--- config.mk ---
export PLATFORM = sky130hd
export DESIGN_NAME = tthc_top
export DESIGN_NICKNAME = d
export VERILOG_FILES = /design/src/rtl/tthc_pkg.sv /design/src/rtl/tthc_top.sv
export SDC_FILE = /design/constraint.sdc
export NUM_CORES = 1
export LEC_CHECK = 0
export BUFFER_PORTS_ARGS = -buffer_cell sky130_fd_sc_hd__buf_4
export CORE_UTILIZATION = 50
export CTS_BUF_LIST = sky130_fd_sc_hd__clkbuf_4 sky130_fd_sc_hd__clkbuf_8
export DETAILED_ROUTE_END_ITERATION = 6
export GPL_TIMING_DRIVEN = 0
export PLACE_DENSITY = 0.71
export SLEW_MARGIN = 20
export SYNTH_ARGS = -nofsm -noshare
export SYNTH_HDL_FRONTEND = slang
export SYNTH_SLANG_ARGS = --single-unit
export TNS_END_PERCENT = 20
--- constraint.sdc ---
create_clock -name aclk -period 4.05 [get_ports aclk]
set_input_delay 0.81 -clock aclk [delete_from_list [all_inputs] [get_ports aclk]]
set_output_delay 0.81 -clock aclk [all_outputs]
set_load 0.01 [all_outputs]
--- src/rtl/tthc_pkg.sv ---
/*
 thermal throttle control package: register offsets, field positions, reset values, timing constants.
 assumes a 32-bit axi4-lite register bus and two cores.
*/
`default_nettype none
package tthc_pkg;
	localparam int unsigned NUM_CORES     = 2;
	localparam int unsigned TEMP_W        = 7;
	// register byte offsets
	localparam logic [7:0] OFS_ODM_CTRL   = 8'h00;
	localparam logic [7:0] OFS_AUTO_CTRL  = 8'h04;
	localparam logic [7:0] OFS_STATUS     = 8'h08;
	localparam logic [7:0] OFS_SENSE0     = 8'h0c;
	localparam logic [7:0] OFS_SENSE1     = 8'h10;
	localparam logic [7:0] OFS_THRESH0    = 8'h14;
	localparam logic [7:0] OFS_THRESH1    = 8'h18;
	localparam logic [7:0] OFS_PSTATE     = 8'h1c;
	localparam logic [7:0] OFS_INT_STAT   = 8'h20;
	// on-demand control fields
	localparam int unsigned ODM_EN_BIT    = 4;
	localparam int unsigned ODM_DUTY_LSB  = 1;
	localparam int unsigned ODM_DUTY_W    = 3;
	// auto control fields
	localparam int unsigned AUTO_CLKMOD_BIT = 0;
	localparam int unsigned AUTO_PSTATE_BIT = 1;
	localparam int unsigned ALERT_IRQ_RISE  = 2;
	localparam int unsigned ALERT_IRQ_FALL  = 3;
	// sensor register fields
	localparam int unsigned SENSE_FAULT_BIT  = 8;
	localparam int unsigned SENSE_STICKY_BIT = 9;
	localparam int unsigned SENSE_VALID_BIT  = 31;
	// thresholds: lower byte threshold a, next byte threshold b
	localparam int unsigned THR_B_LSB     = 8;
	localparam int unsigned PST_W         = 4;
	// hysteresis below the trip point, in sensor units
	localparam logic [6:0] HYST_DEG       = 7'h02;
	// modulation period: eight slots of fixed length
	localparam int unsigned SLOT_NS       = 64;
	localparam int unsigned CLK_NS        = 8;
	localparam int unsigned SLOT_CYC      = SLOT_NS / CLK_NS;
	localparam logic [2:0]  AUTO_DUTY     = 3'h4;
	localparam logic [31:0] ODM_RESET     = 32'h0000_0000;
	localparam logic [31:0] AUTO_RESET    = 32'h0000_0003;
	localparam logic [3:0]  PST_RESET     = 4'h0;
endpackage
`default_nettype wire

--- src/rtl/tthc_top.sv ---
/*
 thermal throttle control: trip detection, clock modulation, p-state throttling, alert and
 catastrophic trip pins, per-core digital readout with thresholds, axi4-lite register slave.
 assumes per-core sensor readings arrive as degrees below tj,max, synchronous to aclk.
*/
// Behaviour
// - trip point fixed in hardware, not configurable
// - interrupts latched, serviced while clocks run
// - automatic request beats on-demand request
// - auto mode activates only at maximum temperature or external alert
// - pstate mode lowers point, restores when cool
// - pstate first, clock modulation if still hot
// - higher software target deferred during throttle
// - lower software target applied at once
// - modulate clocks while hot, stop when cool
// - hysteresis keeps circuit from toggling
// - auto duty fixed at half on
// - on-demand bit with nonzero duty activates circuit regardless
// - on-demand duty from three-bit field
// - alert pin low above trip point
// - alert interrupt on rise, fall or both
// - no new alert in low-power states
// - catastrophic trip shuts modes, drives trip pin
// - per-core reading valid only in full run
// - reading relative to maximum, never above
// - fault bit shares register with reading
// - throttle engages when reading hits maximum
// - two thresholds per core raise interrupts
// - external alert drive throttles both cores
// - clock-mod per hot core, pstate both cores
// - still hot after throttle latches fault, sticky
`timescale 1ns/1ps
`default_nettype none
module tthc_top
	import tthc_pkg::*;
(
	// clock and reset
	input  wire logic        aclk,
	input  wire logic        aresetn,
	// axi4-lite slave
	input  wire logic [7:0]  s_axi_awaddr,
	input  wire logic        s_axi_awvalid,
	output logic             s_axi_awready,
	input  wire logic [31:0] s_axi_wdata,
	input  wire logic [3:0]  s_axi_wstrb,
	input  wire logic        s_axi_wvalid,
	output logic             s_axi_wready,
	output logic [1:0]       s_axi_bresp,
	output logic             s_axi_bvalid,
	input  wire logic        s_axi_bready,
	input  wire logic [7:0]  s_axi_araddr,
	input  wire logic        s_axi_arvalid,
	output logic             s_axi_arready,
	output logic [31:0]      s_axi_rdata,
	output logic [1:0]       s_axi_rresp,
	output logic             s_axi_rvalid,
	input  wire logic        s_axi_rready,
	// sensors: degrees below tj,max per core; zero means at maximum
	input  wire logic [6:0]  die_temp_sensor_c0,
	input  wire logic [6:0]  die_temp_sensor_c1,
	input  wire logic [1:0]  sensor_overrange,
	input  wire logic        cat_temp_reached,
	input  wire logic [1:0]  full_run_power_state,
	input  wire logic        low_power_state,
	// alert pin, open drain
	input  wire logic        overtemp_alert_n_in,
	output logic             overtemp_alert_n_out,
	output logic             overtemp_alert_n_oe,
	output logic             catastrophic_trip_n,
	// core control
	output logic [1:0]       core_clk_en,
	output logic [3:0]       pstate_out,
	output logic [1:0]       core_local_interrupt_ctrl
);
	localparam logic [1:0] RESP_OK  = 2'b00;
	localparam logic [1:0] RESP_ERR = 2'b10;

	logic [31:0] odm_ctrl_ff;
	logic [31:0] auto_ctrl_ff;
	logic [15:0] thresh_ff [NUM_CORES];
	logic [3:0]  sw_pstate_ff;
	logic [3:0]  therm_pstate_ff;
	logic [3:0]  pstate_ff;
	logic [1:0]  hot_ff;
	logic        cat_ff;
	logic [1:0]  fault_ff;
	logic [1:0]  sticky_ff;
	logic [1:0]  pst_dwell_ff;
	logic [2:0]  slot_ff;
	logic [3:0]  slot_cnt_ff;
	logic        alert_drv_ff;
	logic        alert_seen_ff;
	logic [1:0]  clk_en_ff;
	logic [5:0]  irq_ff;
	logic [1:0]  irq_out_ff;
	logic [1:0]  thr_a_below_ff;
	logic [1:0]  thr_b_below_ff;

	logic        aw_hold_ff;
	logic        w_hold_ff;
	logic [7:0]  awaddr_ff;
	logic [31:0] wdata_ff;
	logic [3:0]  wstrb_ff;
	logic        bvalid_ff;
	logic [1:0]  bresp_ff;
	logic        rvalid_ff;
	logic [31:0] rdata_ff;
	logic [1:0]  rresp_ff;

	wire [6:0] rel [NUM_CORES];
	assign rel[0] = die_temp_sensor_c0;
	assign rel[1] = die_temp_sensor_c1;

	// trip with hysteresis per core; trip point is reading zero, no register reaches it
	wire [1:0] at_max;
	wire [1:0] cooled;
	genvar gi;
	generate
		for (gi = 0; gi < NUM_CORES; gi++)
		begin : g_core
			assign at_max[gi] = (rel[gi] == 7'h00);
			assign cooled[gi] = (rel[gi] >= HYST_DEG);
		end
	endgenerate
	wire [1:0] nxt_hot = (hot_ff | at_max) & ~cooled;

	wire ext_alert    = ~overtemp_alert_n_in & ~alert_drv_ff;
	wire auto_clkmod  = auto_ctrl_ff[AUTO_CLKMOD_BIT];
	wire auto_pstate  = auto_ctrl_ff[AUTO_PSTATE_BIT];
	wire any_hot      = |hot_ff;
	wire auto_en      = auto_clkmod | auto_pstate;
	// auto trigger only at maximum temperature or external alert
	wire auto_trig    = auto_en & (any_hot | ext_alert);
	wire pst_active   = auto_pstate & (any_hot | ext_alert);
	// clock modulation after pstate has had its dwell, or alone
	wire pst_done     = ~auto_pstate | (pst_dwell_ff == 2'h3);
	wire [1:0] cm_hot = (hot_ff | {2{ext_alert}}) & {2{auto_clkmod & pst_done}};
	wire odm_en       = odm_ctrl_ff[ODM_EN_BIT];
	wire [2:0] odm_duty = odm_ctrl_ff[ODM_DUTY_LSB +: ODM_DUTY_W];
	// automatic wins with its fixed half duty
	wire [2:0] duty   = (|cm_hot) ? AUTO_DUTY : odm_duty;
	wire [1:0] mod_on = cat_ff ? 2'b00 : ((|cm_hot) ? cm_hot : {2{odm_en & (odm_duty != 3'h0)}});
	wire       run_slot = (slot_ff < duty);
	wire [1:0] nxt_clk_en = cat_ff ? 2'b00 : (~mod_on | {2{run_slot}});
	wire       slot_tick = (slot_cnt_ff == 4'(SLOT_CYC - 1));
	wire       still_hot = auto_trig & pst_done;

	// pstate arbitration
	wire [3:0] pst_target = (sw_pstate_ff > therm_pstate_ff) ? sw_pstate_ff : therm_pstate_ff;
	wire [3:0] nxt_pstate = cat_ff ? pstate_ff : (pst_active ? pst_target : sw_pstate_ff);

	// alert pin: no new assertion in low power
	wire alert_cond = |hot_ff;
	wire nxt_alert  = low_power_state ? alert_drv_ff : alert_cond;
	wire alert_pin  = ~overtemp_alert_n_in;
	wire alert_rise = alert_pin & ~alert_seen_ff;
	wire alert_fall = ~alert_pin & alert_seen_ff;

	// bus decode
	wire aw_ok = aw_hold_ff | s_axi_awvalid;
	wire w_ok  = w_hold_ff | s_axi_wvalid;
	wire [7:0]  wa = aw_hold_ff ? awaddr_ff : s_axi_awaddr;
	wire [31:0] wd = w_hold_ff ? wdata_ff : s_axi_wdata;
	wire [3:0]  ws = w_hold_ff ? wstrb_ff : s_axi_wstrb;
	wire do_wr = aw_ok & w_ok & ~bvalid_ff;
	wire [31:0] wmask = {{8{ws[3]}}, {8{ws[2]}}, {8{ws[1]}}, {8{ws[0]}}};
	wire wr_odm  = do_wr & (wa == OFS_ODM_CTRL);
	wire wr_auto = do_wr & (wa == OFS_AUTO_CTRL);
	wire wr_th0  = do_wr & (wa == OFS_THRESH0);
	wire wr_th1  = do_wr & (wa == OFS_THRESH1);
	wire wr_pst  = do_wr & (wa == OFS_PSTATE);
	wire wr_int  = do_wr & (wa == OFS_INT_STAT);
	wire wr_hit  = wr_odm | wr_auto | wr_th0 | wr_th1 | wr_pst | wr_int | (wa == OFS_STATUS)
		| (wa == OFS_SENSE0) | (wa == OFS_SENSE1);
	wire do_rd = s_axi_arvalid & ~rvalid_ff;

	// sensor readout: zeroed outside full run
	wire [31:0] sense_word [NUM_CORES];
	generate
		for (gi = 0; gi < NUM_CORES; gi++)
		begin : g_sense
			assign sense_word[gi] = full_run_power_state[gi]
				? {1'b1, 21'h0, sticky_ff[gi], fault_ff[gi], 1'b0, rel[gi]}
				: 32'h0000_0000;
		end
	endgenerate
	wire [31:0] status_word = {20'h0, pstate_ff, 1'b0, cat_ff, ext_alert, alert_drv_ff, clk_en_ff, hot_ff};
	logic [31:0] rd_mux;
	logic        rd_hit;
	always_comb
	begin
		rd_hit = 1'b1;
		unique case (s_axi_araddr)
			OFS_ODM_CTRL:  rd_mux = odm_ctrl_ff;
			OFS_AUTO_CTRL: rd_mux = auto_ctrl_ff;
			OFS_STATUS:    rd_mux = status_word;
			OFS_SENSE0:    rd_mux = sense_word[0];
			OFS_SENSE1:    rd_mux = sense_word[1];
			OFS_THRESH0:   rd_mux = {16'h0, thresh_ff[0]};
			OFS_THRESH1:   rd_mux = {16'h0, thresh_ff[1]};
			OFS_PSTATE:    rd_mux = {20'h0, therm_pstate_ff, 4'h0, sw_pstate_ff};
			OFS_INT_STAT:  rd_mux = {26'h0, irq_ff};
			default:
			begin
				rd_mux = 32'h0000_0000;
				rd_hit = 1'b0;
			end
		endcase
	end

	// threshold crossings: bit set means reading is below threshold (cooler)
	wire [1:0] nxt_a_below;
	wire [1:0] nxt_b_below;
	generate
		for (gi = 0; gi < NUM_CORES; gi++)
		begin : g_thr
			assign nxt_a_below[gi] = rel[gi] > thresh_ff[gi][6:0];
			assign nxt_b_below[gi] = rel[gi] > thresh_ff[gi][THR_B_LSB +: 7];
		end
	endgenerate
	wire [1:0] thr_cross = full_run_power_state
		& ((nxt_a_below ^ thr_a_below_ff) | (nxt_b_below ^ thr_b_below_ff));
	wire [5:0] irq_set = {thr_cross,
		(|(fault_ff & ~sticky_ff)),
		1'b0,
		alert_fall & auto_ctrl_ff[ALERT_IRQ_FALL],
		alert_rise & auto_ctrl_ff[ALERT_IRQ_RISE]};
	wire [5:0] irq_clr = wr_int ? wd[5:0] : 6'h00;
	wire [5:0] nxt_irq = irq_set | (irq_ff & ~irq_clr);
	// interrupt lines stay latched, delivered only while that core's clock runs
	wire [1:0] core_irq_pend = {irq_ff[5] | irq_ff[3] | (|irq_ff[1:0]), irq_ff[4] | irq_ff[3] | (|irq_ff[1:0])};

	always_ff @(posedge aclk)
	begin
		if (!aresetn)
		begin
			odm_ctrl_ff     <= ODM_RESET;
			auto_ctrl_ff    <= AUTO_RESET;
			thresh_ff[0]    <= 16'h0000;
			thresh_ff[1]    <= 16'h0000;
			sw_pstate_ff    <= PST_RESET;
			therm_pstate_ff <= 4'hf;
		end
		else
		begin
			if (wr_odm)
				odm_ctrl_ff <= (odm_ctrl_ff & ~wmask) | (wd & wmask & 32'h0000_001e);
			if (wr_auto)
				auto_ctrl_ff <= (auto_ctrl_ff & ~wmask) | (wd & wmask & 32'h0000_000f);
			if (wr_th0)
				thresh_ff[0] <= (thresh_ff[0] & ~wmask[15:0]) | (wd[15:0] & wmask[15:0]);
			if (wr_th1)
				thresh_ff[1] <= (thresh_ff[1] & ~wmask[15:0]) | (wd[15:0] & wmask[15:0]);
			if (wr_pst & ws[0])
				sw_pstate_ff <= wd[3:0];
			if (wr_pst & ws[1])
				therm_pstate_ff <= wd[11:8];
		end
	end

	always_ff @(posedge aclk)
	begin
		if (!aresetn)
		begin
			hot_ff         <= 2'b00;
			cat_ff         <= 1'b0;
			fault_ff       <= 2'b00;
			sticky_ff      <= 2'b00;
			pst_dwell_ff   <= 2'h0;
			slot_ff        <= 3'h0;
			slot_cnt_ff    <= 4'h0;
			pstate_ff      <= PST_RESET;
			clk_en_ff      <= 2'b11;
			alert_drv_ff   <= 1'b0;
			alert_seen_ff  <= 1'b0;
			irq_ff         <= 6'h00;
			irq_out_ff     <= 2'b00;
			thr_a_below_ff <= 2'b11;
			thr_b_below_ff <= 2'b11;
		end
		else
		begin
			hot_ff         <= nxt_hot;
			cat_ff         <= cat_ff | cat_temp_reached;
			fault_ff       <= sensor_overrange | ({2{still_hot}} & hot_ff);
			sticky_ff      <= sticky_ff | fault_ff;
			pst_dwell_ff   <= pst_active ? (pst_dwell_ff + {1'b0, slot_tick & (pst_dwell_ff != 2'h3)}) : 2'h0;
			slot_cnt_ff    <= slot_tick ? 4'h0 : slot_cnt_ff + 4'h1;
			if (slot_tick)
				slot_ff <= slot_ff + 3'h1;
			pstate_ff      <= nxt_pstate;
			clk_en_ff      <= nxt_clk_en;
			alert_drv_ff   <= nxt_alert & ~cat_ff;
			alert_seen_ff  <= alert_pin;
			irq_ff         <= nxt_irq;
			irq_out_ff     <= core_irq_pend & clk_en_ff;
			thr_a_below_ff <= nxt_a_below;
			thr_b_below_ff <= nxt_b_below;
		end
	end

	// axi4-lite handshakes: address and data taken in either order
	always_ff @(posedge aclk)
	begin
		if (!aresetn)
		begin
			aw_hold_ff <= 1'b0;
			w_hold_ff  <= 1'b0;
			awaddr_ff  <= 8'h00;
			wdata_ff   <= 32'h0000_0000;
			wstrb_ff   <= 4'h0;
			bvalid_ff  <= 1'b0;
			bresp_ff   <= RESP_OK;
			rvalid_ff  <= 1'b0;
			rdata_ff   <= 32'h0000_0000;
			rresp_ff   <= RESP_OK;
		end
		else
		begin
			if (s_axi_awvalid & s_axi_awready & ~do_wr)
			begin
				aw_hold_ff <= 1'b1;
				awaddr_ff  <= s_axi_awaddr;
			end
			else if (do_wr)
				aw_hold_ff <= 1'b0;
			if (s_axi_wvalid & s_axi_wready & ~do_wr)
			begin
				w_hold_ff <= 1'b1;
				wdata_ff  <= s_axi_wdata;
				wstrb_ff  <= s_axi_wstrb;
			end
			else if (do_wr)
				w_hold_ff <= 1'b0;
			if (do_wr)
			begin
				bvalid_ff <= 1'b1;
				bresp_ff  <= wr_hit ? RESP_OK : RESP_ERR;
			end
			else if (s_axi_bready)
				bvalid_ff <= 1'b0;
			if (do_rd)
			begin
				rvalid_ff <= 1'b1;
				rdata_ff  <= rd_mux;
				rresp_ff  <= rd_hit ? RESP_OK : RESP_ERR;
			end
			else if (s_axi_rready)
				rvalid_ff <= 1'b0;
		end
	end

	// ready is high whenever that channel's holding slot is free and no response waits
	assign s_axi_awready = ~aw_hold_ff & ~bvalid_ff;
	assign s_axi_wready  = ~w_hold_ff & ~bvalid_ff;
	assign s_axi_arready = ~rvalid_ff;
	assign s_axi_bvalid  = bvalid_ff;
	assign s_axi_bresp   = bresp_ff;
	assign s_axi_rvalid  = rvalid_ff;
	assign s_axi_rdata   = rdata_ff;
	assign s_axi_rresp   = rresp_ff;

	assign overtemp_alert_n_out      = 1'b0;
	assign overtemp_alert_n_oe       = alert_drv_ff;
	assign catastrophic_trip_n       = ~cat_ff;
	assign core_clk_en               = clk_en_ff;
	assign pstate_out                = pstate_ff;
	assign core_local_interrupt_ctrl = irq_out_ff;
endmodule
`default_nettype wire

After elaboration in Yosys (flattened, before gate mapping)
Memories as Yosys holds them, arrays and structs flattened.
Index checks and enable logic that the tools add are counted.
- register bits: 176
- memory bits (writable): 32
- bits of input ports: 80
- output and inout port bits: 52
- logic and storage cells: 201
- memories: 1
- memories (memory ; depth ; width ; read ports ; clocked after memory_dff ; wr ports ; line ; RTL):
    thresh_ff ; 2 ; 16 ; 2 ; 0 ; 2 ; tthc_top.sv:80 ; logic [15:0] thresh_ff [NUM_CORES];
- add/sub/neg operators: 3
- magnitude comparators: 8
- eq/ne operators: 19
- multiplexer cells: 33
- bitwise operators: 92
- reductions and logical operators: 16
- operators by type and width (kind ; count):
    32-bit case mux with 9 select lines ; 1
    32-bit bitwise AND ; 2
    8-bit by 5-bit == test with 1-bit output (second input constant) ; 8
    32-bit two-way mux ; 2
    16-bit bitwise AND ; 3
    16-bit two-way mux ; 3
    8-bit by 4-bit == test with 1-bit output (second input constant) ; 4
    32-bit NOT ; 1
    16-bit bitwise OR ; 2
    32-bit by 4-bit bitwise OR with 32-bit output ; 1
    32-bit by 5-bit bitwise OR with 32-bit output ; 1
    1-bit bitwise AND ; 29
    7-bit greater-than comparator ; 4
    1-bit bitwise OR ; 20
    8-bit by 3-bit == test with 1-bit output (second input constant) ; 2
    8-bit by 6-bit == test with 1-bit output (second input constant) ; 2
    8-bit zero test ; 2
    1-bit two-way mux ; 16
    16-bit NOT ; 1
    7-bit by 2-bit greater-or-equal comparator with 1-bit output (second input constant) ; 2
    7-bit zero test ; 2
    2-bit bitwise AND ; 6
    4-bit two-way mux ; 3
    2-bit bitwise OR ; 6
    other kinds (24) ; 48

Logic depth before layout (Yosys ltp)
Gate-level depths: netlist of the first run.
- depth after elaboration: 13
- mapped depth: 9
- gate-level depth less buffers: 9

Worst setup path before layout of the first run
No wires, ideal clock.
- kind: input -> register
- from: input s_axi_awaddr[0]
- to: memory thresh_ff[1][0] (netlist: thresh_ff[0][16]) (enable)
- setup time: 0.411 ns
- arrival time: 2.858 ns
- required time: 3.639 ns
- path slack: 0.781 ns
- cell stages on the path: 4
- path buffers: 0
- cell sequence: or4_1 -> o22ai_1 -> o211ai_1 -> o21ai_0
- RTL lines (item ; line ; RTL):
    start: declaration ; tthc_top.sv:41 ; input wire logic [7:0] s_axi_awaddr,
    end: declaration ; tthc_top.sv:80 ;

==> impl_metrics.py, run 1 <==
metrics = {
    "status": {
        "status": "complete, no violations",
    },
    "floorplanning": {
        "num_io_pins": 132,
        "die_x_um": 140,
        "initial_core_util_pct": 51.1,
        "die_h_um": 140,
        "die_area_sq_um": 19700,
        "core-area_sq_um": 18800,
        "rows": 50,
    },
    "setup_path": {
        "worstSetupEndpointType": "flop",
        "rr_startpoint": "aw_hold_ff",
        "cp-start-kind": "flop",
        "crit_path_start": "aw_hold_ff",
        "cp_data_arrival_time_ns": 3.37,
        "path_class": "flop to flop",
        "critPathMaxFanout": 10,
        "cp.required_ns": 4.44,
    },
    "clock_tree": {
        "cts.path.max_buffers": 3,
        "htreeDepth": 2,
        "cts_tree": "done",
        "root_buffer": "clkbuf_8",
        "hold_buffers": 0,
        "clock-sinks": 206,
        "clk_latency_ns": 0.54,
        "clkTransAtPathRegs_ns": 0.06,
        "numCtsBuffers": 37,
        "post-cts-setup-buffers": 0,
        "cts_resized": 0,
    },
    "routing": {
        "drc": 0,
        "drtIter0Drc": 699,
        "routedWlPerCell_um": 19.8,
        "via_count": 8332,
        "wl_um": 28400,
        "antenna_left": 0,
        "vias_per_cell": 5.82,
        "firstDrtPassIters": 5,
    },
    "sta": {
        "clock_skew_ns": 0.0193,
        "setup_viol": 0,
        "clock.fmax_ghz": 0.336,
        "finalMaxSlewViolations": 0,
        "period_needed_ns": 2.98,
        "slew-limit-headroom_pct": 39.6,
        "hold_violations": 0,
        "setup_slack_ns": 1.07,
        "rsz0062_at_grt": "false",
        "post-route-period-util_pct": 73.6,
        "worst-slew-pin-transition_ns": 0.907,
        "hold_slack_ns": 0.454,
    },
    "global_route": {
        "overflow": 0,
        "grt_first_pass_wirelength_um": 43600,
        "antenna_found_initial": 0,
        "grt_pass1_vias": 7665,
        "grt.total_usage_pct": 29.0,
        "grt_max_degree": 14,
    },
    "power_and_ir_drop": {
        "ir_worst_vdd_mv": 0.316,
        "power_uw": 4780,
        "leakage_uw": 0.00488,
        "pwr_density_cell_nw_per_um2": 414,
    },
    "yosys": {
        "synth-edff-count": 32,
        "synth_cells": 1015,
        "syn-cell-area_sq_um": 9590,
        "ys_ff_latch": 206,
        "synthArstFlopShare_pct": 0,
        "avgSynthCellArea_sq_um": 9.45,
        "yosysWarningCount": 0,
        "synth_seq_area_share_pct": 46.3,
        "synth_flop_cell": "dfxtp_1",
        "yosysUniqueCellTypes": 66,
    },
    "final_layout": {
        "final_cell_mix": "174 x dfxtp_1, 115 x buf_4, 99 x nand2_1",
        "final_common_cell": "dfxtp_1",
        "nets": 1287,
        "design_area_sq_um": 11600,
        "drive_gt1_share_pct": 17.5,
        "syn_to_final_growth_pct": 20.6,
        "fin_cells": 1431,
        "diodes": 0,
    },
    "flow_run": {
        "drv_cap": 0,
    },
    "placed_design": {
        "routabilityCongestion": 0.970,
        "hpwl_um": 20900,
        "dp_slack_ns": 0.628,
        "dp_cells": 1365,
        "place_area_sq_um": 10800,
        "port_buffers": 112,
    },
    "worst_hold_path": {
        "hold_start": "auto_ctrl_ff[12]",
        "hold_path.class": "flop to flop",
    },
}
==> cell usage after synthesis, types with 26 or more instances <==
cell | number | area, sq um
ha_1 | 37 | 463
clkbuf_1 | 44 | 165
inv_1 | 43 | 161
nor2b_1 | 43 | 269
a21oi_1 | 55 | 275
and2_1 | 54 | 338
nand2_1 | 99 | 372
o21a_1 | 26 | 195
a21boi_0 | 27 | 203
edfxtp_1 | 32 | 961
mux2i_1 | 43 | 430
nor2_1 | 45 | 169
o21ai_0 | 42 | 210
dfxtp_1 | 174 | 3480
==> routing by layer <==
| layer | wire length [um] | part of all wire, % | global-route usage, % |
|---|---|---|---|
| met5 | 0 | 0 | 0 |
| met4 | 807 | 2.8 | 9.67 |
| met3 | 2400 | 8.4 | 5.64 |
| met2 | 12400 | 44 | 44.0 |
| met1 | 12800 | 45 | 41.2 |
==> logic make-up after synthesis <==
| kind of cell | synth area share [%] |
|---|---|
| AOI/OAI and AO/OA | 20.5 |
| xor gates and xnor gates | 0.639 |
| adders and majority gates | 4.83 |
| buffers and inverters | 4.25 |
| DFF | 46.3 |
| muxes | 5.66 |
| other | 0.0391 |
| and+or+nand+nor | 17.7 |
==> state kept, by name, indices dropped and copies added, names as in the netlist, 2 cells and up, named ones only <==
| name | flops |
|---|---|
| core_clk_en | 2 |
| fault_ff | 2 |
| wdata_ff | 16 |
| thr_a_below_ff | 2 |
| odm_ctrl_ff | 28 |
| hot_ff | 2 |
| wstrb_ff | 4 |
| irq_ff | 6 |
| pst_dwell_ff | 2 |
| slot_cnt_ff | 4 |
| auto_ctrl_ff | 28 |
| sw_pstate_ff | 4 |
| pstate_out | 4 |
| therm_pstate_ff | 4 |
| s_axi_rdata | 32 |
| sticky_ff | 2 |
| slot_ff | 3 |
| core_local_interrupt_ctrl | 2 |
| thr_b_below_ff | 2 |
| thresh_ff | 32 |
| awaddr_ff | 8 |
==> power breakdown <==
part | leakage (uW) | switching, uW | internal, uW
Clock | 0.000419 | 879 | 1240
Combinational | 0.00272 | 287 | 195
Sequential | 0.00174 | 49.3 | 2130
Total | 0.00488 | 1220 | 3570
==> stage by stage <==
step | utilization, % | TNS, ns
2_1_floorplan | - | 0
3_5_place_dp | 57.3 | 0
5_1_grt | 61.6 | 0
6_report | 61.6 | 0
3_3_place_gp | 57.2 | -2.99
4_1_cts | 61.6 | 0
==> critical path, cell delays in order, from the launching register on <==
cell and delay (ns):
dfxtp_1 0.33, buf_2 0.23, nor2_1 0.12, nor3_2 0.47
o211ai_1 0.30, or3b_1 0.43, clkbuf_1 0.21, clkbuf_1 0.30
a21oi_1 0.26, o21a_1 0.15
==> cell type report <==
class	count	area, sq um
Buffer	58	243
Clock buffer	59	706
Clock inverter	7	98.8
Fill cell	1672	7200
Inverter	44	165
Multi-Input combinational cell	709	4750
Sequential cell	206	4440
Tap cell	234	293
Timing Repair Buffer	114	863
==> worst paths after layout <==
check,end,cells after the start,slack (ns)
max,thresh_ff[0][16],9,1.07
min,s_axi_rdata[12],2,0.45
max reg2reg,thresh_ff[0][16],9,1.07
min reg2reg,s_axi_rdata[12],2,0.45
Power figures use the tool's default switching activity.
==> run 2, diff against run 1 <==
- PLACE_DENSITY: 0.71 -> 0.74
- clock period: 4.05 -> 2.7 ns (I/O delays scaled with it)
==> run 2 against run 1 <==
Clock skew fell by 0.00060 ns. Combinational power is 51% higher. Die area did not move.
==> impl_metrics.py, run 2 (synthesis results as in run 1) <==
metrics = {
    "clock_tree": {
        "cts_tree": "done",
        "numCtsBuffers": 36,
        "cts.path.max_buffers": 3,
        "root_buffer": "clkbuf_8",
        "clock-sinks": 206,
        "clkTransAtPathRegs_ns": 0.06,
        "clk_latency_ns": 0.54,
        "htreeDepth": 2,
    },
    "global_route": {
        "grt_pass1_vias": 7840,
        "overflow": 0,
        "grt.total_usage_pct": 28.8,
        "antenna_found_initial": 0,
        "grt_first_pass_wirelength_um": 43500,
        "grt_max_degree": 15,
    },
    "sta": {
        "slew-limit-headroom_pct": 42.2,
        "hold_violations": 0,
        "setup_viol": 0,
        "post-route-period-util_pct": 97.5,
        "period_needed_ns": 2.63,
        "worst-slew-pin-transition_ns": 0.860,
        "setup_slack_ns": 0.0663,
        "finalMaxSlewViolations": 0,
        "fin_setup_tns_ns": 0,
        "clock.fmax_ghz": 0.380,
        "rsz0062_at_grt": "true",
        "clock_skew_ns": 0.0187,
        "hold_slack_ns": 0.203,
    },
    "routing": {
        "vias_per_cell": 5.80,
        "wl_um": 28200,
        "routedWlPerCell_um": 19.7,
        "via_count": 8299,
        "drtIter0Drc": 698,
        "drc": 0,
        "antenna_left": 0,
        "firstDrtPassIters": 5,
    },
    "final_layout": {
        "final_common_cell": "dfxtp_1",
        "nets": 1286,
        "diodes": 0,
        "syn_to_final_growth_pct": 20.6,
        "design_area_sq_um": 11600,
        "drive_gt1_share_pct": 17.9,
        "final_cell_mix": "174 x dfxtp_1, 116 x buf_4, 99 x nand2_1",
    },
    "placed_design": {
        "place_area_sq_um": 10800,
        "routabilityCongestion": 0.985,
        "port_buffers": 112,
        "dp_slack_ns": -0.449,
        "hpwl_um": 20900,
    },
    "floorplanning": {
        "die_x_um": 140,
        "die_h_um": 140,
        "rows": 50,
        "core-area_sq_um": 18800,
        "num_io_pins": 132,
        "die_area_sq_um": 19700,
        "initial_core_util_pct": 51.1,
    },
    "power_and_ir_drop": {
        "leakage_uw": 0.00489,
        "pwr_density_cell_nw_per_um2": 613,
        "ir_worst_vdd_mv": 0.325,
        "power_uw": 7090,
    },
    "setup_path": {
        "cp.required_ns": 3.19,
        "path_class": "input pin to flop",
        "cp_data_arrival_time_ns": 3.12,
        "cp-start-kind": "input pin",
        "worstSetupEndpointType": "flop",
        "critPathMaxFanout": 6,
    },
    "worst_hold_path": {
        "hold_path.class": "input pin to flop",
    },
    "flow_run": {
        "drv_cap": 0,
    },
    "status": {
        "status": "complete, no violations",
    },
}
==> run 2: cell count changes in the layout (fill, tap and decap cells not counted), sizes merged <==
| cell | previous run | this run |
|---|---|---|
| clkinv | 2 | 6 |
| clkinvlp | 3 | 1 |
| bufinv | 2 | 1 |
| inv | 44 | 45 |
| clkbuf | 103 | 99 |
| buf | 128 | 129 |
==> run 2: metal layers <==
layer	global-route usage, %	routed length (um)
met5	0	0
met2	44.7	12400
met3	5.40	2470
met4	11.6	882
met1	39.5	12500
==> run 2: final cells by class <==
type | instances | area [sq um]
Fill cell | 1627 | 7200
Multi-Input combinational cell | 709 | 4760
Sequential cell | 206 | 4440
Timing Repair Buffer | 115 | 871
Clock buffer | 56 | 702
Tap cell | 234 | 293
Buffer | 57 | 245
Inverter | 44 | 165
Clock inverter | 9 | 82.6
==> run 2: per-stage QoR <==
stage                     std cells  util, %
after detailed placement       1365     57.3
final                          1430     61.6
after floorplan                1017        -
after global routing           1430     61.6
after CTS                      1430     61.6
after global placement         1363     57.2
==> run 2: repair_timing <==
action | CTS | global route
buffers inserted | 0 | 1
hold buffers | 0 | 0
gates resized for setup | 5 | 3
endpoints found under the setup margin | 17 | 22
==> run 2: critical path: stages <==
cell      delay (ns)
buf_4           0.10
or4_1           0.51
clkbuf_1        0.17
or4b_1          0.61
nor2_1          0.53
a221oi_1        0.23
a31oi_1         0.30
a21o_1          0.12
==> run 2: path summary, 6_finish.rpt <==
path                            slack, ns                   from  cells past startpoint         endpoint
worst max-delay path                 0.07        s_axi_araddr[1]                      8   s_axi_rdata[1]
worst min-delay path                 0.20  die_temp_sensor_c1[4]                      2        hot_ff[1]
worst max register to register       0.11              w_hold_ff                      6  thresh_ff[0][3]
worst min register to register       0.45       auto_ctrl_ff[12]                      2  s_axi_rdata[12]
==> run 2: where the power goes <==
group / switching (uW) / internal, uW
Combinational: 433 / 295
Sequential: 75.1 / 3200
Clock: 1320 / 1770
Total: 1830 / 5260
==> run 3, diff against run 2 <==
- CORE_UTILIZATION: 50 -> 40
- PLACE_DENSITY: 0.74 -> not set
==> run 3 against run 2 <==
Combinational power is 2.9% higher. Total power shrank 0.85%. Largest cell class unchanged. Flip-flop and latch count stayed put. Critical path depth is the same. Core utilization shrank 12 points. Global-route usage shrank 4.2 points. Setup slack improved by 0.032 ns. Highest routed layer unchanged. Wire length up 6.0%. Via count down 0.33%.
==> impl_metrics.py, run 3 (synthesis results as in run 1) <==
metrics = {
    "placed_design": {
        "dp_cells": 1450,
        "hpwl_um": 22300,
        "place_area_sq_um": 10900,
        "routabilityCongestion": 0.934,
        "port_buffers": 112,
    },
    "clock_tree": {
        "clkTransAtPathRegs_ns": 0.07,
        "cts.path.max_buffers": 3,
        "numCtsBuffers": 36,
        "clk_latency_ns": 0.55,
        "root_buffer": "clkbuf_8",
        "clock-sinks": 206,
        "cts_tree": "done",
        "htreeDepth": 2,
    },
    "setup_path": {
        "worst-path-buf-inv": 2,
        "cp_cell_sequence": "buf_4 -> or4_1 -> clkbuf_1 -> or4b_1 -> nor2_2 -> a221oi_1 -> a31oi_1 -> a21o_1",
        "slowest_stage": "or4b_1",
        "path_class": "input pin to flop",
        "cp.required_ns": 3.19,
        "cp_data_arrival_time_ns": 3.09,
        "slowest_delay_ns": 0.62,
        "critPathTopFamily": "simple AND/OR/NAND/NOR gates",
        "worstSetupEndpointType": "flop",
        "cp-start-kind": "input pin",
        "critPathMaxFanout": 6,
    },
    "floorplanning": {
        "die_h_um": 157,
        "core-area_sq_um": 23500,
        "initial_core_util_pct": 40.9,
        "die_area_sq_um": 24600,
        "num_io_pins": 132,
        "die_x_um": 157,
        "rows": 56,
    },
    "final_layout": {
        "fin_cells": 1519,
        "multiInputGateArea_sq_um": 4770,
        "regArea_sq_um": 4440,
        "final_cell_mix": "174 x dfxtp_1, 122 x buf_4, 99 x nand2_1",
        "syn_to_final_growth_pct": 22.0,
        "diodes": 0,
        "design_area_sq_um": 11700,
        "nets": 1292,
        "drive_gt1_share_pct": 18.4,
        "fill_cells": 2293,
        "final_util_pct": 49.8,
        "final_common_cell": "dfxtp_1",
    },
    "routing": {
        "vias_per_cell": 5.45,
        "firstDrtPassIters": 6,
        "top_layer": "met4",
        "drc": 0,
        "wl_um": 29900,
        "drt-met1-wl_um": 13900,
        "wl_met3_um": 2340,
        "dr_wl_met2_um": 12900,
        "antenna_left": 0,
        "drtIter0Drc": 722,
        "via_count": 8272,
        "routedWlPerCell_um": 19.7,
    },
    "global_route": {
        "antenna_found_initial": 0,
        "grt_max_degree": 15,
        "grt_pass1_vias": 7809,
        "overflow": 0,
        "grt_first_pass_wirelength_um": 45300,
        "grt.total_usage_pct": 24.6,
    },
    "worst_hold_path": {
        "hold_path.class": "input pin to flop",
    },
    "power_and_ir_drop": {
        "leakage_uw": 0.00491,
        "internal_power_uw": 5190,
        "combPwrFrac_pct": 10.6,
        "p_seq_share_pct": 46.6,
        "clkPwrFrac_pct": 42.7,
        "p_switching_uw": 1840,
        "p_sw_share_pct": 26.2,
        "pwr_density_cell_nw_per_um2": 601,
        "ir_worst_vdd_mv": 0.359,
    },
    "sta": {
        "rsz0062_at_grt": "false",
        "clock.fmax_ghz": 0.384,
        "finalMaxSlewViolations": 0,
        "slew-limit-headroom_pct": 36.0,
        "worst-slew-pin-transition_ns": 0.961,
        "period_needed_ns": 2.60,
        "clock_skew_ns": 0.0290,
        "hold_violations": 0,
        "post-route-period-util_pct": 96.4,
        "setup_viol": 0,
        "hold_slack_ns": 0.198,
    },
    "status": {
        "status": "complete, no violations",
    },
    "flow_run": {
        "drv_cap": 0,
    },
}
run 3: cell count changes in the layout (fill, tap and decap cells not counted), sizes merged:
cell    before  now
buf        129  135
bufinv       1    0
clkbuf      99  102
clkinv       6    2
run 3: cell type report:
| type | count | area share [%] |
|---|---|---|
| tap | 319 | 3.41 |
| clock inverter | 4 | 0.278 |
| timing repair buffer | 120 | 7.80 |
| clock buffer | 59 | 6.14 |
| buffer | 58 | 2.15 |
| sequential | 206 | 38.0 |
| inverter | 44 | 1.41 |
| multi-input combinational | 709 | 40.8 |
run 3: routing by layer:
| layer | vias to the layer above | global-route usage [%] |
|---|---|---|
| met4 | 0 | 7.80 |
| met3 | 55 | 4.07 |
| met1 | 3892 | 34.6 |
| met5 | - | 0 |
| li1 | 3958 | - |
| met2 | 367 | 38.0 |
run 3: path summary, 6_finish.rpt:
check | cells after the start | endpoint | start | slack [ns]
worst max-delay path | 8 | s_axi_rdata[1] | s_axi_araddr[1] | 0.1
worst min-delay path | 2 | alert_seen_ff | overtemp_alert_n_in | 0.20
worst max register to register | 6 | thresh_ff[0][19] | w_hold_ff | 0.1
worst min register to register | 2 | s_axi_rdata[15] | auto_ctrl_ff[15] | 0.45
run 3: metrics by stage:
step	setup TNS, ns	worst slack [ns]	total power [uW]
2_1_floorplan	-4.71	-0.294	3720
3_3_place_gp	-48.87	-1.34	4050
3_5_place_dp	-26.31	-0.548	4060
4_1_cts	0	0.00487	7060
5_1_grt	0	0.0130	7280
6_report	0	0.0984	7030
run 3: power by group through the flow:
stage                     logic, uW  clock network (uW)  registers, uW
after global routing            818                3180           3280
after floorplan                 403                   0           3320
final                           748                3010           3280
after CTS                       732                3050           3270
after global placement          712                   0           3340
after detailed placement        726                   0           3340
run 3: timing repair:
item	CTS	global route
hold buffers	0	0
setup endpoints to repair	22	25
pin swaps	0	1
buffers inserted	0	6
resized for setup	5	10
run 3: worst reg2reg max path, cell delays in order, from the launching register on:
cell and delay, ns:
dfxtp_1 0.30, buf_2 0.23, buf_1 0.55, buf_2 0.41
mux2i_1 0.57, a21oi_2 0.15, o21a_1 0.13
